`src/core/ufc_params.svh`:
```
// constants for the serial port flow control and dma request block
// assumes the includer wants plain macros, no processes
`ifndef UFC_PARAMS_SVH
`define UFC_PARAMS_SVH
`define UFC_FIFO_DEPTH 16
`define UFC_CNT_W 5
`define UFC_RX_CHAR_W 12
`define UFC_TX_CHAR_W 8
`define UFC_CR_CLEAR_FLOW_ENABLE_BIT 15
`define UFC_CR_REQUEST_FLOW_ENABLE_BIT 14
`define UFC_LVL_W 3
`define UFC_IFLS_RESET 6'h12
`endif

```
`src/core/ufc_pkg.sv`:
```
// types shared by the flow control and dma request block
// assumes the params header is on the include path
package ufc_pkg;
    typedef enum logic [2:0] {
        UFC_TX_IDLE = 3'b001,
        UFC_TX_SEND = 3'b010,
        UFC_TX_HALT = 3'b100
    } ufc_tx_state_e;
    typedef logic [4:0] ufc_cnt_t;
endpackage

```
`src/core/ufc_sync.sv`:
```
// two-flop synchroniser for a pin input
// assumes a single clock domain, asynchronous active-low reset
`timescale 1ns/1ps
module ufc_sync #(
    parameter logic RESET_VAL = 1'b1
) (
    input wire logic clk_i,
    input wire logic rst_n_i,
    input wire logic d_i,
    output logic q_o
);
    logic meta_reg;
    logic q_reg;
    always_ff @(posedge clk_i or negedge rst_n_i) begin
        if (!rst_n_i) begin
            meta_reg <= RESET_VAL;
            q_reg <= RESET_VAL;
        end else begin
            meta_reg <= d_i;
            q_reg <= meta_reg;
        end
    end
    assign q_o = q_reg;
endmodule

```
`src/core/ufc_dma_req.sv`:
```
// one dma request output with clear handshake
// assumes clear is synchronous to the same clock
`timescale 1ns/1ps
module ufc_dma_req (
    input wire logic clk_i,
    input wire logic rst_n_i,
    input wire logic allow_i,
    input wire logic cond_i,
    input wire logic clear_i,
    output logic req_o
);
    logic req_reg;
    logic wait_reg;
    // wait for clear to drop before rearming
    always_ff @(posedge clk_i or negedge rst_n_i) begin
        if (!rst_n_i) begin
            wait_reg <= 1'b0;
        end else if (clear_i) begin
            wait_reg <= 1'b1;
        end else if (!clear_i) begin
            wait_reg <= 1'b0;
        end
    end
    always_ff @(posedge clk_i or negedge rst_n_i) begin
        if (!rst_n_i) begin
            req_reg <= 1'b0;
        end else if (!allow_i || clear_i) begin
            req_reg <= 1'b0;
        end else if (!req_reg && !wait_reg) begin
            req_reg <= cond_i;
        end
    end
    assign req_o = req_reg;
endmodule

```
`src/core/ufc_flow_dma.sv`:
```
// modem pins, hardware flow control and dma requests of a serial port
// assumes fifo counts, tx engine handshake and error interrupt come from
// logic on CLK_I; modem pins are asynchronous and synchronised here
//
// Notes on behaviour
// - terminal or communication role pin meaning
// - control bits 15, 14 enable gating
// - request-to-send asserted below rx watermark
// - request-to-send reasserts when fill drops
// - without rts control, receive until full
// - clear-to-send sampled before each character
// - clear drop: finish character, then halt
// - no cts control: send until empty
// - rx single request when fifo nonempty
// - rx burst request at or above watermark
// - tx single request when space exists
// - tx burst request at or below tx watermark
// - trigger points follow level selection
// - request holds until matching clear
// - single and burst requests independent
// - disable or dma enable off drops requests
// - no burst requests with fifos disabled
// - stop-on-error masks rx requests
// - all dma signals on bus clock
`timescale 1ns/1ps
`include "ufc_params.svh"
module ufc_flow_dma #(
    parameter int DEPTH = `UFC_FIFO_DEPTH
) (
    // clock and reset
    input wire logic CLK_I,
    input wire logic RST_N_I,
    // control bits
    input wire logic [15:0] PORT_CONTROL_REG_I,
    input wire logic PORT_ENABLE_I,
    input wire logic DCE_MODE_I,
    input wire logic FIFO_ENABLE_I,
    input wire logic [5:0] FIFO_LEVEL_SELECT_REG_I,
    input wire logic RX_DMA_ENABLE_I,
    input wire logic TX_DMA_ENABLE_I,
    input wire logic DMA_STOP_ON_ERROR_I,
    input wire logic RX_ERROR_INTERRUPT_I,
    // software modem outputs
    input wire logic SW_RTS_I,
    input wire logic SW_DTR_I,
    input wire logic SW_OUT1_I,
    input wire logic SW_OUT2_I,
    // fifo fill levels
    input wire logic [`UFC_CNT_W-1:0] RX_COUNT_I,
    input wire logic [`UFC_CNT_W-1:0] TX_COUNT_I,
    // transmit engine handshake and receive accept
    input wire logic TX_CHAR_DONE_I,
    output logic TX_START_O,
    output logic TX_BUSY_O,
    output logic RX_ACCEPT_O,
    // modem pins
    input wire logic CLEAR_TO_SEND_N_I,
    input wire logic DATA_SET_READY_N_I,
    input wire logic CARRIER_DETECT_N_I,
    input wire logic RING_INDICATOR_N_I,
    output logic REQUEST_TO_SEND_N_O,
    output logic TERMINAL_READY_N_O,
    output logic AUX_OUT_ONE_N_O,
    output logic AUX_OUT_TWO_N_O,
    // modem status seen by software, active high
    output logic [3:0] MODEM_STATUS_O,
    // dma
    input wire logic RX_REQUEST_CLEAR_I,
    input wire logic TX_REQUEST_CLEAR_I,
    output logic RX_SINGLE_REQUEST_O,
    output logic RX_BURST_REQUEST_O,
    output logic TX_SINGLE_REQUEST_O,
    output logic TX_BURST_REQUEST_O
);
    if (DEPTH != 16) begin : g_depth_check
        $error("ufc_flow_dma: trigger table serves a depth of 16 only");
    end

    ////////////////////////////////////////////////////////////////////////
    // level decode

    function automatic logic [`UFC_CNT_W-1:0] lvl_fill(input logic [2:0] sel);
        unique case (sel)
            3'h0: lvl_fill = 5'h02;
            3'h1: lvl_fill = 5'h04;
            3'h2: lvl_fill = 5'h08;
            3'h3: lvl_fill = 5'h0C;
            3'h4: lvl_fill = 5'h0E;
            default: lvl_fill = 5'h08;
        endcase
    endfunction

    logic [`UFC_CNT_W-1:0] rx_wm;
    logic [`UFC_CNT_W-1:0] tx_wm;
    logic [`UFC_CNT_W-1:0] tx_empty_cnt;
    logic cts_en;
    logic rts_en;
    assign rx_wm = lvl_fill(FIFO_LEVEL_SELECT_REG_I[5:3]);
    // tx trigger on empty locations: 14 empty means fill of 2 or less
    assign tx_wm = lvl_fill(FIFO_LEVEL_SELECT_REG_I[2:0]);
    assign tx_empty_cnt = 5'(DEPTH) - TX_COUNT_I;
    assign cts_en = PORT_CONTROL_REG_I[`UFC_CR_CLEAR_FLOW_ENABLE_BIT];
    assign rts_en = PORT_CONTROL_REG_I[`UFC_CR_REQUEST_FLOW_ENABLE_BIT];

    ////////////////////////////////////////////////////////////////////////
    // pin synchronisers

    logic cts_n_s;
    logic dsr_n_s;
    logic dcd_n_s;
    logic ri_n_s;
    ufc_sync u_sync_cts (.clk_i(CLK_I), .rst_n_i(RST_N_I), .d_i(CLEAR_TO_SEND_N_I),
        .q_o(cts_n_s));
    ufc_sync u_sync_dsr (.clk_i(CLK_I), .rst_n_i(RST_N_I), .d_i(DATA_SET_READY_N_I),
        .q_o(dsr_n_s));
    ufc_sync u_sync_dcd (.clk_i(CLK_I), .rst_n_i(RST_N_I), .d_i(CARRIER_DETECT_N_I),
        .q_o(dcd_n_s));
    ufc_sync u_sync_ri (.clk_i(CLK_I), .rst_n_i(RST_N_I), .d_i(RING_INDICATOR_N_I),
        .q_o(ri_n_s));

    ////////////////////////////////////////////////////////////////////////
    // modem roles

    logic [3:0] modem_status_reg;
    logic dtr_n_reg;
    logic out1_n_reg;
    logic out2_n_reg;
    always_ff @(posedge CLK_I or negedge RST_N_I) begin
        if (!RST_N_I) begin
            modem_status_reg <= 4'h0;
            dtr_n_reg <= 1'b1;
            out1_n_reg <= 1'b1;
            out2_n_reg <= 1'b1;
        end else begin
            // bits: 0 cts/rts, 1 dsr/dtr, 2 dcd, 3 ri
            modem_status_reg <= {~ri_n_s & ~DCE_MODE_I, ~dcd_n_s & ~DCE_MODE_I,
                ~dsr_n_s, ~cts_n_s};
            dtr_n_reg <= ~SW_DTR_I;
            out1_n_reg <= ~SW_OUT1_I;
            out2_n_reg <= ~SW_OUT2_I;
        end
    end
    assign MODEM_STATUS_O = modem_status_reg;
    assign TERMINAL_READY_N_O = dtr_n_reg;
    assign AUX_OUT_ONE_N_O = out1_n_reg;
    assign AUX_OUT_TWO_N_O = out2_n_reg;

    ////////////////////////////////////////////////////////////////////////
    // rts flow control

    logic rts_n_reg;
    logic rx_full;
    assign rx_full = (RX_COUNT_I >= (FIFO_ENABLE_I ? 5'(DEPTH) : 5'h01));
    always_ff @(posedge CLK_I or negedge RST_N_I) begin
        if (!RST_N_I) begin
            rts_n_reg <= 1'b1;
        end else if (rts_en) begin
            rts_n_reg <= ~(RX_COUNT_I < rx_wm);
        end else begin
            rts_n_reg <= ~SW_RTS_I;
        end
    end
    assign REQUEST_TO_SEND_N_O = rts_n_reg;
    assign RX_ACCEPT_O = PORT_ENABLE_I && !rx_full;

    ////////////////////////////////////////////////////////////////////////
    // cts gating of the transmitter

    ufc_pkg::ufc_tx_state_e tx_state_reg;
    ufc_pkg::ufc_tx_state_e tx_state_next;
    logic tx_go;
    assign tx_go = PORT_ENABLE_I && (TX_COUNT_I != 5'h00) && (!cts_en || !cts_n_s);
    always_comb begin
        tx_state_next = tx_state_reg;
        unique case (tx_state_reg)
            ufc_pkg::UFC_TX_IDLE: begin
                if (tx_go) begin
                    tx_state_next = ufc_pkg::UFC_TX_SEND;
                end
            end
            ufc_pkg::UFC_TX_SEND: begin
                if (TX_CHAR_DONE_I) begin
                    tx_state_next = (cts_en && cts_n_s) ? ufc_pkg::UFC_TX_HALT
                        : ufc_pkg::UFC_TX_IDLE;
                end
            end
            ufc_pkg::UFC_TX_HALT: begin
                if (!cts_en || !cts_n_s) begin
                    tx_state_next = ufc_pkg::UFC_TX_IDLE;
                end
            end
            default: tx_state_next = ufc_pkg::UFC_TX_IDLE;
        endcase
    end
    always_ff @(posedge CLK_I or negedge RST_N_I) begin
        if (!RST_N_I) begin
            tx_state_reg <= ufc_pkg::UFC_TX_IDLE;
        end else begin
            tx_state_reg <= tx_state_next;
        end
    end
    assign TX_START_O = (tx_state_reg == ufc_pkg::UFC_TX_IDLE) && tx_go;
    assign TX_BUSY_O = (tx_state_reg == ufc_pkg::UFC_TX_SEND);

    ////////////////////////////////////////////////////////////////////////
    // dma requests

    logic rx_allow;
    logic tx_allow;
    logic rx_single_cond;
    logic rx_burst_cond;
    logic tx_single_cond;
    logic tx_burst_cond;
    assign rx_allow = PORT_ENABLE_I && RX_DMA_ENABLE_I
        && !(DMA_STOP_ON_ERROR_I && RX_ERROR_INTERRUPT_I);
    assign tx_allow = PORT_ENABLE_I && TX_DMA_ENABLE_I;
    assign rx_single_cond = (RX_COUNT_I != 5'h00);
    assign rx_burst_cond = FIFO_ENABLE_I && (RX_COUNT_I >= rx_wm);
    assign tx_single_cond = (TX_COUNT_I < (FIFO_ENABLE_I ? 5'(DEPTH) : 5'h01));
    assign tx_burst_cond = FIFO_ENABLE_I && (tx_empty_cnt >= 5'(DEPTH) - tx_wm);

    ufc_dma_req u_rx_single (.clk_i(CLK_I), .rst_n_i(RST_N_I), .allow_i(rx_allow),
        .cond_i(rx_single_cond), .clear_i(RX_REQUEST_CLEAR_I), .req_o(RX_SINGLE_REQUEST_O));
    ufc_dma_req u_rx_burst (.clk_i(CLK_I), .rst_n_i(RST_N_I),
        .allow_i(rx_allow && FIFO_ENABLE_I), .cond_i(rx_burst_cond),
        .clear_i(RX_REQUEST_CLEAR_I), .req_o(RX_BURST_REQUEST_O));
    ufc_dma_req u_tx_single (.clk_i(CLK_I), .rst_n_i(RST_N_I), .allow_i(tx_allow),
        .cond_i(tx_single_cond), .clear_i(TX_REQUEST_CLEAR_I), .req_o(TX_SINGLE_REQUEST_O));
    ufc_dma_req u_tx_burst (.clk_i(CLK_I), .rst_n_i(RST_N_I),
        .allow_i(tx_allow && FIFO_ENABLE_I), .cond_i(tx_burst_cond),
        .clear_i(TX_REQUEST_CLEAR_I), .req_o(TX_BURST_REQUEST_O));
endmodule

```
`config.mk`:
```
export PLATFORM = sky130hd
export DESIGN_NAME = ufc_flow_dma
export DESIGN_NICKNAME = d
export VERILOG_FILES = /design/src/core/ufc_pkg.sv /design/src/core/ufc_sync.sv /design/src/core/ufc_dma_req.sv /design/src/core/ufc_flow_dma.sv
export VERILOG_INCLUDE_DIRS = /design/src /design/src/core
export SDC_FILE = /design/constraint.sdc
export NUM_CORES = 1
export LEC_CHECK = 0
export ABC_AREA = 0
export BUFFER_PORTS_ARGS = -buffer_cell sky130_fd_sc_hd__buf_2
export CORE_ASPECT_RATIO = 1.2
export CORE_UTILIZATION = 43
export CTS_BUF_LIST = sky130_fd_sc_hd__clkbuf_16
export DETAILED_ROUTE_END_ITERATION = 8
export GPL_TIMING_DRIVEN = 1
export PLACE_DENSITY = 0.77
export SLEW_MARGIN = 20
export SYNTH_ARGS = -nofsm -noshare
export SYNTH_HDL_FRONTEND = slang
export SYNTH_SLANG_ARGS = --single-unit
```
`constraint.sdc`:
```
create_clock -name CLK_I -period 1.5 [get_ports CLK_I]
set_input_delay 0 -clock CLK_I [delete_from_list [all_inputs] [get_ports CLK_I]]
set_output_delay 0 -clock CLK_I [all_outputs]
set_load 0.01 [all_outputs]
```
==> reports/qor.csv <==
metric,value,unit
wl_met3,145,microns
viasPerCell,4.94,
ir_drop,0.916,mV
drive_gt1_frac,0.419,
die_x,50.4,microns
grt_pass1_wl,4.13,mm
yosysTopAreaCellShare,0.282,
die_h,60.1,microns
worstMarginPinSlew,0.525,ns
htreeDepth,1,
final_common_cell,buf_2,
status,finished clean,
cp-end-kind,primary output,
slew_viol_final,0,
p_total,0.00161,W
crit_buf_inv,1,
drt-initial-drc-count,12,
largest_register_ffs,4,
power.share.clock,0.365,
insertedDiodeCount,0,
rrSetupSlack,0.28,ns
first_global_vias,1082,
fmax,753,MHz
worstPathMaxFanout,6,
io_buffers,52,
cts-root-buf,clkbuf_16,
whs_endpoint,u_rx_burst.req_o,
power.density,924,nW/um^2
gp_congestion,0.784,
fin_area,1750,sq um
synthDistinctLibCells,30,
final_util,0.671,
final_cell_mix,"buf_2 (52), inv_1 (14), dlygate4sd3_1 (14)",
firstDrtPassIters,4,
seq_power_share,0.466,
placedCellCount,194,
placed_area,1520,sq um
period_needed,1.33,ns
final_nets,244,
drv_cap,0,
syn_to_final_growth,44.4,%
slew_headroom,0.650,
ioPinCount,67,
crit_cells,3,
finalClockSkew,0.00110,ns
dpl.hpwl,2.04,mm
coreArea,2600,sq um
fin_crit_sh,0.886,
r2r_end,tx_state_reg[0],
cts_tree,built,
hold_viol,0,
wl_met1,1.01,mm
syn_inst,108,
avgSynthCellArea,11.2,sq um
yosysWarnings,0,
numClockSinks,25,
stdcell_count,212,
clockBufferDepth,2,
grt_max_degree,26,
drc,0,
insertion_delay,0.25,ns
syn-num-nets,172,
initial_utilization,0.465,
syn_area,1210,sq um
vias,1047,
min_delay_path_depth,2,
gr-total-overflow,0,
ant_nets,0,
rows,20,
wirelength,2.68,mm
path_clk_slew,0.06,ns
crit_slowest_cell,dfstp_2,
route.met2.wl,1.48,mm
rsz0062_at_grt,false,
highest_layer,met4,
cts_buffers,3,
yosysSeqAreaShare,0.531,
cp.required,1.50,ns
synth_top_cell_by_area,dfstp_2,
finalSetupTns,0,ns
cp_cell_sequence,"nand2_1, and4bb_2, buf_2",
cp_top_family,flip-flops,
criticalPathCategory,reg2out,
setup_viol,0,
p_int,0.00123,W
antenna_found_initial,0,
power_frac_comb,0.169,
swShare,0.236,
grtUsageTotal,0.185,
synth_top_cells_by_area,"dfstp_2 (28%), dfrtp_1 (25%), ha_1 (12%)",
slowest_delay,0.58,ns
die_area,3030,sq um
ys_seq_elements,25,
holdCritPathClass,in2reg,
switchingPower,0.000381,W
r2r-start,u_sync_cts.q_o,
cts_setup_buffers,0,
power.leakage,0.900,nW
min_from,FIFO_ENABLE_I,
cp.arrival,1.33,ns
rr_worst_depth,3,
startpoint_type,register,
wl_per_cell,12.6,microns
==> area by class of cell <==
type | count | area [sq um]
Fill cell | 218 | 856
Clock inverter | 1 | 7.51
Tap cell | 33 | 41.3
Timing Repair Buffer | 67 | 408
Inverter | 14 | 52.6
Sequential cell | 25 | 642
Multi-Input combinational cell | 69 | 520
Clock buffer | 3 | 75.1
==> per-stage QoR <==
stage | hold WS (ns) | setup WS, ns
3_3_place_gp | 0.00584 | -0.0417
4_1_cts | 0.00269 | 0.0908
3_5_place_dp | 0.00849 | -0.190
6_report | 0.00781 | 0.171
5_1_grt | 0.0134 | 0.0628
2_1_floorplan | -0.296 | 0.114
==> power groups by stage <==
| stage | clock (W) | combinational, W | sequential, W |
|---|---|---|---|
| CTS | 0.000610 | 0.000273 | 0.000753 |
| finish | 0.000589 | 0.000273 | 0.000753 |
| global placement | 0 | 0.000228 | 0.000760 |
| floorplan | 0 | 0.000112 | 0.000765 |
| detailed placement | 0 | 0.000242 | 0.000763 |
| global route | 0.000625 | 0.000303 | 0.000757 |
==> worst max-delay path by stage <==
stage                    startpoint  slack (ns)               end
CTS                   TX_COUNT_I[0]        0.09  u_tx_burst.req_o
finish              tx_state_reg[0]        0.17        TX_START_O
floorplan             TX_COUNT_I[0]        0.11  u_tx_burst.req_o
global route          TX_COUNT_I[0]        0.06  u_tx_burst.req_o
global placement      TX_COUNT_I[0]       -0.04  u_tx_burst.req_o
detailed placement    TX_COUNT_I[0]       -0.19  u_tx_burst.req_o
==> synthesized netlist by cell type <==
master and n:
a41oi_1 1, a211oi_1 4, nand2_1 7, xnor2_1 2, a31oi_1 2, nand3b_1 2, o211a_1 1, a21oi_1 3
nor2_1 8, mux2_2 1, mux2i_1 1, nor4b_1 1, o21ba_2 1, nand2b_1 2, inv_1 14, and4b_1 1
nor3_1 5, o21a_1 1, ha_1 12, nor4_1 1, o221ai_1 1, nor3b_1 3, nand4b_1 1, a21o_1 1
o21ai_0 2, dfrtp_1 12, and4bb_2 2, dfstp_2 13, nor2b_1 2, conb_1 1
==> what timing repair did <==
item | in CTS | in global routing
endpoints found under the setup margin | 0 | 1
gates resized for setup | 0 | 1
hold endpoints to repair | 25 | 0
hold buffers | 14 | 0
==> logic make-up (layout without fill, tap and decap cells) <==
family	count (synthesis)	count (layout)	share of synthesized area
AO/OA/AOI/OAI	17	17	0.0993
XOR/XNOR	2	2	0.0145
adder cells (fa/ha/maj)	12	12	0.124
buffers and inverters	14	85	0.0434
flip-flops	25	25	0.531
multiplexers	2	2	0.0176
other	1	1	0.00310
AND/OR/NAND/NOR	35	35	0.168
==> worst register-to-register path: cells and delay by family (launching register included) <==
kind	cells	cell delay [ns]
flops	1	0.53
simple gates	2	0.38
compound gates	1	0.21
==> metal layers <==
| metal | vias to the layer above | GRT usage |
|---|---|---|
| met1 | 485 | 0.177 |
| met3 | 4 | 0.0407 |
| met4 | 0 | 0.0794 |
| met5 | - | 0 |
| met2 | 39 | 0.373 |
| li1 | 519 | - |
(Power assumes the default switching activity.)
